<file path="src/cc_timer_regs.vh">
// What this block does
// Counter equal to periodic compare sets match flag; enabled bit 0x0001 raises interrupt.
// Writing one to a clear bit clears that channel's capture or compare flag.
// Software adds a fixed increment to the compare register on each match.
// Prescaler divides the peripheral clock by its setting plus one.
// Counter start register holds one run bit per sub-block.
// Global timer enable gates counting; 0x09 enables prescaler and this timer.
// With io control 0xBBB5, trigger rising edge copies counter into capture register.
// Capture with enable bit 0x0001 set raises the capture interrupt.
// One-shot channel goes active when counter matches its start register.
// One-shot channel goes inactive when counter matches its end register.
// Software loads start and end registers from captured value plus offsets.
// Each channel has own offset and width; active level selectable.
// Forced compare via control 0x00E3 drives one-shot outputs inactive.
// Control 0x00E3 disables clearing mode and selects clock bus 3 for sub-block 2.
// Software offset should exceed the pulse-setting routine time of about 3.3 us.
// Pulse width at least one prescaler cycle; values below cycle times counter max. Here start equal to end gives no pulse: the end match wins.
// Io control 0x0003 enables sub-block 0 compare and toggle output on match.
// Level-switching variant: handler alternately writes port output zero and one.
// Clearing mode: match with periodic compare resets counter to zero.
// Without clearing mode the counter runs freely and wraps to zero.
`ifndef CC_TIMER_REGS_VH
`define CC_TIMER_REGS_VH
`define GTE_PRESC_BIT   0
`define GTE_TIMER_BIT   3
`define RUN_SB0_BIT     0
`define RUN_SB2_BIT     2
`define IRQ_EN_BIT      0
`define CLR_CH0_BIT     0
`define CLR_CH1_BIT     1
`define CLR_CH2_BIT     2
`define CLR_CH3_BIT     3
`define IOC0_CMP_EN     16'h0003
`define IOC2_CAP_OS     16'h0005
`define IOC2_OS_MASK    16'hFFF0
`define IOC2_OS_LOW     16'hBBB0
`define IOC2_OS_HIGH    16'hAAA0
`define IOC2_CH0_MASK   16'h000F
`define CTL_CLKSEL_MASK 16'h0007
`define CTL_CLKBUS3     16'h0003
`define CTL_PERIODIC    16'h0008
`define CTL_FORCE_LSB   5
`define CTL_FORCE_W     3
`define CTL_FORCE_ALL   3'h7
`define PRESC_W         16
`define CNT_MAX         28'hFFFFFFF
`endif

</file>
<file path="src/compare_capture_pulse_timer.v">
`timescale 1ns/1ns
`include "cc_timer_regs.vh"
module compare_capture_pulse_timer #(
  parameter CW = 28,
  parameter NCH = 3
) (
  // Clock and reset
  input  wire              clock,
  input  wire              rst_n,
  // Global control
  input  wire [7:0]        global_timer_enable,
  input  wire [15:0]       prescaler_div_0,
  input  wire [15:0]       prescaler_div_3,
  input  wire [7:0]        counter_start_reg,
  // Sub-block 0
  input  wire [15:0]       io_control_sb0,
  input  wire [15:0]       irq_enable_sb0,
  input  wire [15:0]       flag_clear_sb0,
  input  wire [CW-1:0]     periodic_compare_reg,
  input  wire              periodic_clear_en,
  // Sub-block 2
  input  wire [15:0]       io_control_sb2,
  input  wire [15:0]       irq_enable_sb2,
  input  wire [15:0]       flag_clear_sb2,
  input  wire [15:0]       subblock_control,
  input  wire              subblock_control_wr,
  input  wire [NCH*CW-1:0] oneshot_start_reg,
  input  wire [NCH*CW-1:0] oneshot_end_reg,
  // Pins
  input  wire              capture_trigger_pin,
  // Status and results
  output reg  [CW-1:0]     counter_sb0_q,
  output reg  [CW-1:0]     subblock_counter_q,
  output reg  [CW-1:0]     capture_value_reg_q,
  output wire [15:0]       flag_status,
  output reg  [3:0]        flag_status_sb2_q,
  output wire              compare_irq,
  output wire              capture_irq,
  output reg               compare_out_q,
  output reg  [NCH-1:0]    oneshot_out_q
);

  function [CW-1:0] inc_wrap;
    input [CW-1:0] v;
    begin
      inc_wrap = (v == `CNT_MAX) ? {CW{1'b0}} : v + {{(CW-1){1'b0}}, 1'b1};
    end
  endfunction

  // Reset release
  reg rst_s1_q;
  reg rst_s2_q;
  always @(posedge clock or negedge rst_n) begin
    if (!rst_n) begin
      rst_s1_q <= 1'b0;
      rst_s2_q <= 1'b0;
    end else begin
      rst_s1_q <= 1'b1;
      rst_s2_q <= rst_s1_q;
    end
  end
  wire rst_i_n = rst_s2_q;

  // Trigger pin synchroniser
  reg trig_s1_q;
  reg trig_s2_q;
  reg trig_s3_q;
  always @(posedge clock or negedge rst_i_n) begin
    if (!rst_i_n) begin
      trig_s1_q <= 1'b0;
      trig_s2_q <= 1'b0;
      trig_s3_q <= 1'b0;
    end else begin
      trig_s1_q <= capture_trigger_pin;
      trig_s2_q <= trig_s1_q;
      trig_s3_q <= trig_s2_q;
    end
  end
  wire trig_rise = trig_s2_q & ~trig_s3_q;

  // Prescalers
  wire presc_en = global_timer_enable[`GTE_PRESC_BIT];
  wire tmr_en   = global_timer_enable[`GTE_TIMER_BIT] & presc_en;
  reg  [`PRESC_W-1:0] psc0_q;
  reg  [`PRESC_W-1:0] psc3_q;
  wire tick0 = presc_en & (psc0_q == prescaler_div_0);
  wire tick3 = presc_en & (psc3_q == prescaler_div_3);
  always @(posedge clock or negedge rst_i_n) begin
    if (!rst_i_n) begin
      psc0_q <= {`PRESC_W{1'b0}};
      psc3_q <= {`PRESC_W{1'b0}};
    end else if (!presc_en) begin
      psc0_q <= {`PRESC_W{1'b0}};
      psc3_q <= {`PRESC_W{1'b0}};
    end else begin
      psc0_q <= tick0 ? {`PRESC_W{1'b0}} : psc0_q + 16'h0001;
      psc3_q <= tick3 ? {`PRESC_W{1'b0}} : psc3_q + 16'h0001;
    end
  end

  // Sub-block 0: periodic compare
  wire run0     = tmr_en & counter_start_reg[`RUN_SB0_BIT] & tick0;
  wire cmp0_en  = (io_control_sb0 == `IOC0_CMP_EN);
  wire match0   = run0 & cmp0_en & (counter_sb0_q == periodic_compare_reg);
  reg  flag0_q;
  always @(posedge clock or negedge rst_i_n) begin
    if (!rst_i_n) begin
      counter_sb0_q <= {CW{1'b0}};
      flag0_q       <= 1'b0;
      compare_out_q <= 1'b0;
    end else begin
      if (run0) begin
        if (match0 && periodic_clear_en)
          counter_sb0_q <= {CW{1'b0}};
        else
          counter_sb0_q <= inc_wrap(counter_sb0_q);
      end
      if (match0)
        flag0_q <= 1'b1;
      else if (flag_clear_sb0[`CLR_CH0_BIT])
        flag0_q <= 1'b0;
      if (match0)
        compare_out_q <= ~compare_out_q;
    end
  end
  assign flag_status = {15'h0000, flag0_q};
  assign compare_irq = flag0_q & irq_enable_sb0[`IRQ_EN_BIT];

  // Sub-block 2: capture and one-shot
  reg [15:0] ctl_q;
  always @(posedge clock or negedge rst_i_n) begin
    if (!rst_i_n)
      ctl_q <= 16'h0000;
    else if (subblock_control_wr)
      ctl_q <= subblock_control;
  end
  wire sb2_tick   = ((ctl_q & `CTL_CLKSEL_MASK) == `CTL_CLKBUS3) ? tick3 : tick0;
  wire run2       = tmr_en & counter_start_reg[`RUN_SB2_BIT] & sb2_tick;
  wire cap_en     = ((io_control_sb2 & `IOC2_CH0_MASK) == `IOC2_CAP_OS);
  wire os_low     = ((io_control_sb2 & `IOC2_OS_MASK) == `IOC2_OS_LOW);
  wire os_high    = ((io_control_sb2 & `IOC2_OS_MASK) == `IOC2_OS_HIGH);
  wire os_en      = os_low | os_high;
  wire act_lvl    = os_high;
  wire capture    = cap_en & trig_rise;
  wire [NCH-1:0] force_end = subblock_control_wr ?
                  subblock_control[`CTL_FORCE_LSB +: `CTL_FORCE_W] : {NCH{1'b0}};
  wire [NCH-1:0] clr_bits  = flag_clear_sb2[`CLR_CH3_BIT:`CLR_CH1_BIT];

  reg  [NCH-1:0] start_hit;
  reg  [NCH-1:0] end_hit;
  integer i;
  always @* begin
    start_hit = {NCH{1'b0}};
    end_hit   = {NCH{1'b0}};
    for (i = 0; i < NCH; i = i + 1) begin
      start_hit[i] = run2 & os_en & (subblock_counter_q == oneshot_start_reg[i*CW +: CW]);
      end_hit[i]   = run2 & os_en & (subblock_counter_q == oneshot_end_reg[i*CW +: CW]);
    end
  end

  integer k;
  always @(posedge clock or negedge rst_i_n) begin
    if (!rst_i_n) begin
      subblock_counter_q  <= {CW{1'b0}};
      capture_value_reg_q <= {CW{1'b0}};
      flag_status_sb2_q   <= 4'h0;
      oneshot_out_q       <= {NCH{1'b0}};
    end else begin
      if (run2)
        subblock_counter_q <= inc_wrap(subblock_counter_q);
      if (capture)
        capture_value_reg_q <= subblock_counter_q;
      if (capture)
        flag_status_sb2_q[`CLR_CH0_BIT] <= 1'b1;
      else if (flag_clear_sb2[`CLR_CH0_BIT])
        flag_status_sb2_q[`CLR_CH0_BIT] <= 1'b0;
      for (k = 0; k < NCH; k = k + 1) begin
        if (end_hit[k] | start_hit[k])
          flag_status_sb2_q[k+1] <= 1'b1;
        else if (clr_bits[k])
          flag_status_sb2_q[k+1] <= 1'b0;
        if (force_end[k] | end_hit[k])
          oneshot_out_q[k] <= ~act_lvl;
        else if (start_hit[k])
          oneshot_out_q[k] <= act_lvl;
        else if (!os_en)
          oneshot_out_q[k] <= 1'b0;
      end
    end
  end
  assign capture_irq = flag_status_sb2_q[`CLR_CH0_BIT] & irq_enable_sb2[`IRQ_EN_BIT];

endmodule // compare_capture_pulse_timer

</file>
<file path="config.mk">
export PLATFORM = sky130hd
export DESIGN_NAME = compare_capture_pulse_timer
export DESIGN_NICKNAME = d
export VERILOG_FILES = /design/src/compare_capture_pulse_timer.v
export VERILOG_INCLUDE_DIRS = /design/src
export SDC_FILE = /design/constraint.sdc
export NUM_CORES = 1
export LEC_CHECK = 0
export BUFFER_PORTS_ARGS = -buffer_cell sky130_fd_sc_hd__buf_2
export CORE_AREA = 5 5 178 180
export CTS_CLUSTER_DIAMETER = 120
export DETAILED_ROUTE_END_ITERATION = 7
export DIE_AREA = 0 0 183 185
export GPL_ROUTABILITY_DRIVEN = 0
export PLACE_DENSITY_LB_ADDON = 0.12
export SLEW_MARGIN = 5
export SYNTH_ARGS = -nofsm -noshare
export SYNTH_HDL_FRONTEND = slang
export SYNTH_SLANG_ARGS = --single-unit
</file>
<file path="constraint.sdc">
create_clock -name clock -period 12.6 [get_ports clock]
set_clock_uncertainty 0.15 [all_clocks]
set_input_delay 0.63 -clock clock [delete_from_list [all_inputs] [get_ports clock]]
set_output_delay 0.63 -clock clock [all_outputs]
set_load 0.01 [all_outputs]
</file>
* Word level (Yosys, flattened, before mapping)
Cells that the tools add are included.
Storage, ports and cells: bits of input ports 361, bits in read-only memories 0, word-level logic and storage cells 105, flip-flop bits (word level) 133, bits in latches 0, memories 0, bits in writable memories 0, output and inout port bits 110
Operators by class: shift-type cells 0, reductions and logical operators 6, multiplexer cells 26, equal/unequal tests 19, add/subtract/negate cells 4, divide/modulo/power cells 0, magnitude comparators 0, bitwise gates (word level) 30, multipliers 0
Operator list (count):
- $eq A28 B28 Y1 | 7
- $mux W28 | 3
- $mux W16 | 4
- $add A28 B1 Y28 const B | 2
- $eq A28 B28 Y1 const B | 2
- $add A16 B1 Y16 const B | 2
- $eq A16 B16 Y1 | 2
- $eq A12 B12 Y1 const B | 2
- $and A1 B1 Y1 | 20
- $mux W1 | 18
- $eq A16 B2 Y1 const B | 1
- $reduce_bool A2 Y1 | 5
- $ne A3 B1 Y1 const B | 3
- $or A1 B1 Y1 | 7
- $eq A4 B3 Y1 const B | 1
- $eq A3 B2 Y1 const B | 1
- $mux W3 | 1
- $not A1 Y1 | 3
- $logic_and A1 B1 Y1 | 1

* Longest topological paths before layout
depth in word-level cells 8, gate-level depth with buffers 9, depth with buffers taken out 8

* Least setup slack after synthesis
No wires, ideal clock.
path kind in2reg, start input prescaler_div_0[5], end register counter_sb0_q[27], path slack 9.460 ns, arrival 2.921 ns, cell stages on the path 8, buffers on the path 1, data required time 12.381 ns, library setup time 0.069 ns, cell sequence nor2b_1 a221o_1 or4_4 or4b_4 buf_6 a21o_1 or4_1 nand3_1
On the way: longest elaborated chain between the ends 7
Ends and longest elaborated chain:
- start: declaration | RTL line compare_capture_pulse_timer.v:12 | input wire [15:0] prescaler_div_0,
- $eq A16 B16 Y1 (*) | RTL line compare_capture_pulse_timer.v:86 | wire tick0 = presc_en & (psc0_q == prescaler_div_0);
- $and A1 B1 Y1 (*) | RTL line compare_capture_pulse_timer.v:86
- $and A1 B1 Y1 (*) | RTL line compare_capture_pulse_timer.v:102 | wire run0 = tmr_en & counter_start_reg[`RUN_SB0_BIT] & tick0;
- $and A1 B1 Y1 (2 in a row) | RTL line compare_capture_pulse_timer.v:104 | wire match0 = run0 & cmp0_en & (counter_sb0_q == periodic_compare_reg);
- $logic_and A1 B1 Y1 | RTL line compare_capture_pulse_timer.v:113 | if (match0 && periodic_clear_en)
- $mux W28 | RTL line compare_capture_pulse_timer.v:113
- end signal: assignment | RTL line compare_capture_pulse_timer.v:108 | counter_sb0_q <= {CW{1'b0}};
- end signal: assignment | RTL line compare_capture_pulse_timer.v:114 | counter_sb0_q <= {CW{1'b0}};
- end signal: assignment | RTL line compare_capture_pulse_timer.v:116 | counter_sb0_q <= inc_wrap(counter_sb0_q);
- end: declaration | RTL line compare_capture_pulse_timer.v:32 | output reg [CW-1:0] counter_sb0_q,
Mark *: on every way between the ends. The rest lies on a longest branch, timed or not. A chain may end at the register's enable or synchronous reset.

* Worst setup path after layout
start register subblock_counter_q[0], end register oneshot_out_q[0]
On the way: longest elaborated chain between the ends 4, elaborated cells on any way between the ends 8, classes of those cells 3 x eq/ne; 2 x mux; 3 x bitwise
Ends and longest elaborated chain:
- start: declaration | RTL line compare_capture_pulse_timer.v:33 | output reg [CW-1:0] subblock_counter_q,
- start signal: assignment | RTL line compare_capture_pulse_timer.v:164 | subblock_counter_q <= {CW{1'b0}};
- start signal: assignment | RTL line compare_capture_pulse_timer.v:170 | subblock_counter_q <= inc_wrap(subblock_counter_q);
- $eq A28 B28 Y1 (on tied branches) | RTL line compare_capture_pulse_timer.v:157, compare_capture_pulse_timer.v:156
- $and A1 B1 Y1 (on tied branches) | RTL line compare_capture_pulse_timer.v:157, compare_capture_pulse_timer.v:156
- $or A1 B1 Y1 / $mux W1 (equally long branches) | RTL line compare_capture_pulse_timer.v:182, compare_capture_pulse_timer.v:184
- $ne A3 B1 Y1 (no line) / $mux W1 (equally long branches)
- end signal: assignment | RTL line compare_capture_pulse_timer.v:167 | oneshot_out_q <= {NCH{1'b0}};
- end signal: indexed assignment | RTL line compare_capture_pulse_timer.v:183 | oneshot_out_q[k] <= ~act_lvl;
- end signal: indexed assignment | RTL line compare_capture_pulse_timer.v:185 | oneshot_out_q[k] <= act_lvl;
- end: declaration | RTL line compare_capture_pulse_timer.v:40 | output reg [NCH-1:0] oneshot_out_q
Parallel ways exist; a longest one is shown, timed or not.

==> qor.yml <==
cts_sinks: 133
wirelength_um: 37000
synth-edff-count: 0
htreeDepth: 4
viasPerCell: 4.91
rsz0062_at_grt: "false"
grt_pass1_vias: 8639
clock-root-buffer: "clkbuf_16"
hp-class: "in -> reg"
fill_cells: 3102
regArea_mm2: 0.00333
wire_per_inst_um: 21.2
crit_path_frequent_cell: "nor4_1"
instances_no_fill: 1749
slew_violations: 0
port_buffers: 376
vias: 8594
drtAntennaViolNets: 0
cts_hold_buf: 1
core_mm2: 0.0300
clk_path_buf_depth: 2
async_flop_share: 1.00
start_kind: "flop"
crit_type: "reg -> reg"
numCtsBuffers: 17
drive_above_1_share: 0.343
fin_crit_ns: 3.82
dieArea_mm2: 0.0339
slew_headroom: 0.172
synth_area_mm2: 0.00917
cp-end-kind: "flop"
cts_setup_buffers: 0
start_util: 0.305
synth_most_common_cell: "xor2_1"
dieWidth_um: 183
antenna_found_initial: 4
first_pass_iters: 5
path_cells: "xor2_1 -> nor4_1 -> nand4_1 -> nor4_1 -> o221ai_1 -> a21o_1 -> a21oi_1"
cp_top_family: "simple AND/OR/NAND/NOR gates"
powerDensity_mw_per_mm2: 90.4
cp.arrival_ns: 4.00
total_power_mw: 1.08
avgSynthCellArea_um2: 9.31
drc: 0
tightest_slew_ns: 1.23
syn_inst: 985
row_count: 64
fin_tns_setup_ns: 0
synth_top_area_share: 0.363
outcome: "completed"
min_period_over_period: 0.303
peakVddDrop_uv: 73.2
cp_num_buf_inv: 0
dp.cells: 1715
clk_pin_slew_ns: 0.06
synth_top_area_cell: "dfrtp_1"
grt_usage: 0.211
p_leak_nw: 5.88
synthTopCellsByCount: "xor2_1 (142), dfrtp_1 (133), xnor2_1 (126)"
setup_viol: 0
area_growth_pct: 30.8
ys_ff_latch: 133
overflow: 0
finalNetCount: 1704
drt_iter0_markers: 417
max_freq_mhz: 262
multiInputGateArea_mm2: 0.00551
clkLatencyLatePin_ns: 0.42
yosysSeqAreaShare: 0.363
yosys_warnings: 0
cts_tree: "done"
path_max_fanout: 13
cap_violations: 0
grt_pass1_wl_um: 54100
grt_max_degree: 77
hold_viol: 0
hpwl_um: 28800
ios: 471
slowest_delay_ns: 0.97
yosysUniqueCellTypes: 61
required_ns: 12.78
synth.area.top_cells: "dfrtp_1 (36%), xor2_1 (14%), xnor2_1 (12%)"
ys.flop_type: "dfrtp_1"
ctsResizeCount: 0
crit_slowest_cell: "nor4_1"
die_height_um: 185
[where the power goes]
part	leakage (nW)	switching (mW)	total, mW	internal (mW)
Combinational	3.79	0.0567	0.115	0.0584
Clock	0.292	0.203	0.533	0.330
Sequential	1.79	0.00370	0.436	0.432
Total	5.88	0.263	1.08	0.820
[flip-flops by register name, summed over array words and instances (netlist names)]
register,cells
capture_value_reg_q,28
counter_sb0_q,28
subblock_counter_q,28
psc0_q,16
psc3_q,16
flag_status_sb2_q,4
ctl_q,3
oneshot_out_q,3
compare_out_q,1
flag0_q,1
rst_i_n,1
rst_s1_q,1
trig_s1_q,1
trig_s2_q,1
trig_s3_q,1
[path summary, 6_finish.rpt]
kind                                        from                to  slack [ns]  depth (start not counted)
hold / removal               capture_trigger_pin         trig_s1_q        0.17                          1
max in group asynchronous                rst_i_n  oneshot_out_q[0]       10.47                          2
min in group asynchronous                  rst_n           rst_i_n        0.37                          2
hold reg to reg                        trig_s1_q         trig_s2_q        0.20                          0
setup / recovery           subblock_counter_q[0]  oneshot_out_q[0]        8.78                          7
setup reg to reg           subblock_counter_q[0]  oneshot_out_q[0]        8.78                          7
[layout make-up]
cell class	count	area share
Multi-Input combinational cell	783	0.460
Sequential cell	133	0.278
Timing Repair Buffer	388	0.165
Tap cell	396	0.0413
Clock buffer	18	0.0358
Clock inverter	13	0.0153
Inverter	16	0.00501
Antenna cell	2	0.000417
[through the flow]
stage	hold WS [ns]	cell area [µm²]	utilization	setup WS (ns)
3_5_place_dp	0.189	11400	0.378	8.72
2_1_floorplan	0.181	9220	-	8.47
6_report	0.172	12000	0.399	8.78
5_1_grt	0.144	12000	0.399	8.61
3_3_place_gp	0.182	11400	0.378	8.75
4_1_cts	0.148	12000	0.399	8.82
[metal layers]
metal,wire [µm],part of all wire,vias to the layer above,global-route usage
met5,21,0.00057,-,0
met4,1050,0.028,4,0.0751
met3,2090,0.057,48,0.0405
met2,18400,0.50,303,0.369
met1,15400,0.42,4096,0.260
li1,-,-,4143,-
[cells in the final DEF (no fill, tap or decap), drive strengths merged, types with 9 or more instances in the layout]
master,instances
mux2,29
conb,16
xor2,142
and2,11
dfrtp,133
and3,34
xnor2,126
nand2,63
clkbuf,18
nor2,67
o21ai,19
or4,9
nor4,44
nand3,47
a221o,16
inv,16
nand4,46
buf,387
and4,9
a21oi,16
[logic make-up after synthesis]
| logic type | Yosys count | share of synthesized area |
|---|---|---|
| AND/OR/NAND/NOR | 370 | 0.219 |
| XOR/XNOR | 268 | 0.256 |
| flip-flops | 133 | 0.363 |
| AO/OA/AOI/OAI | 92 | 0.0731 |
| buffers and inverters | 83 | 0.0426 |
| multiplexers | 33 | 0.0400 |
| adder cells (fa/ha/maj) | 4 | 0.00546 |
| other | 2 | 0.000819 |
Note: power is estimated with default switching activity, not from simulation.
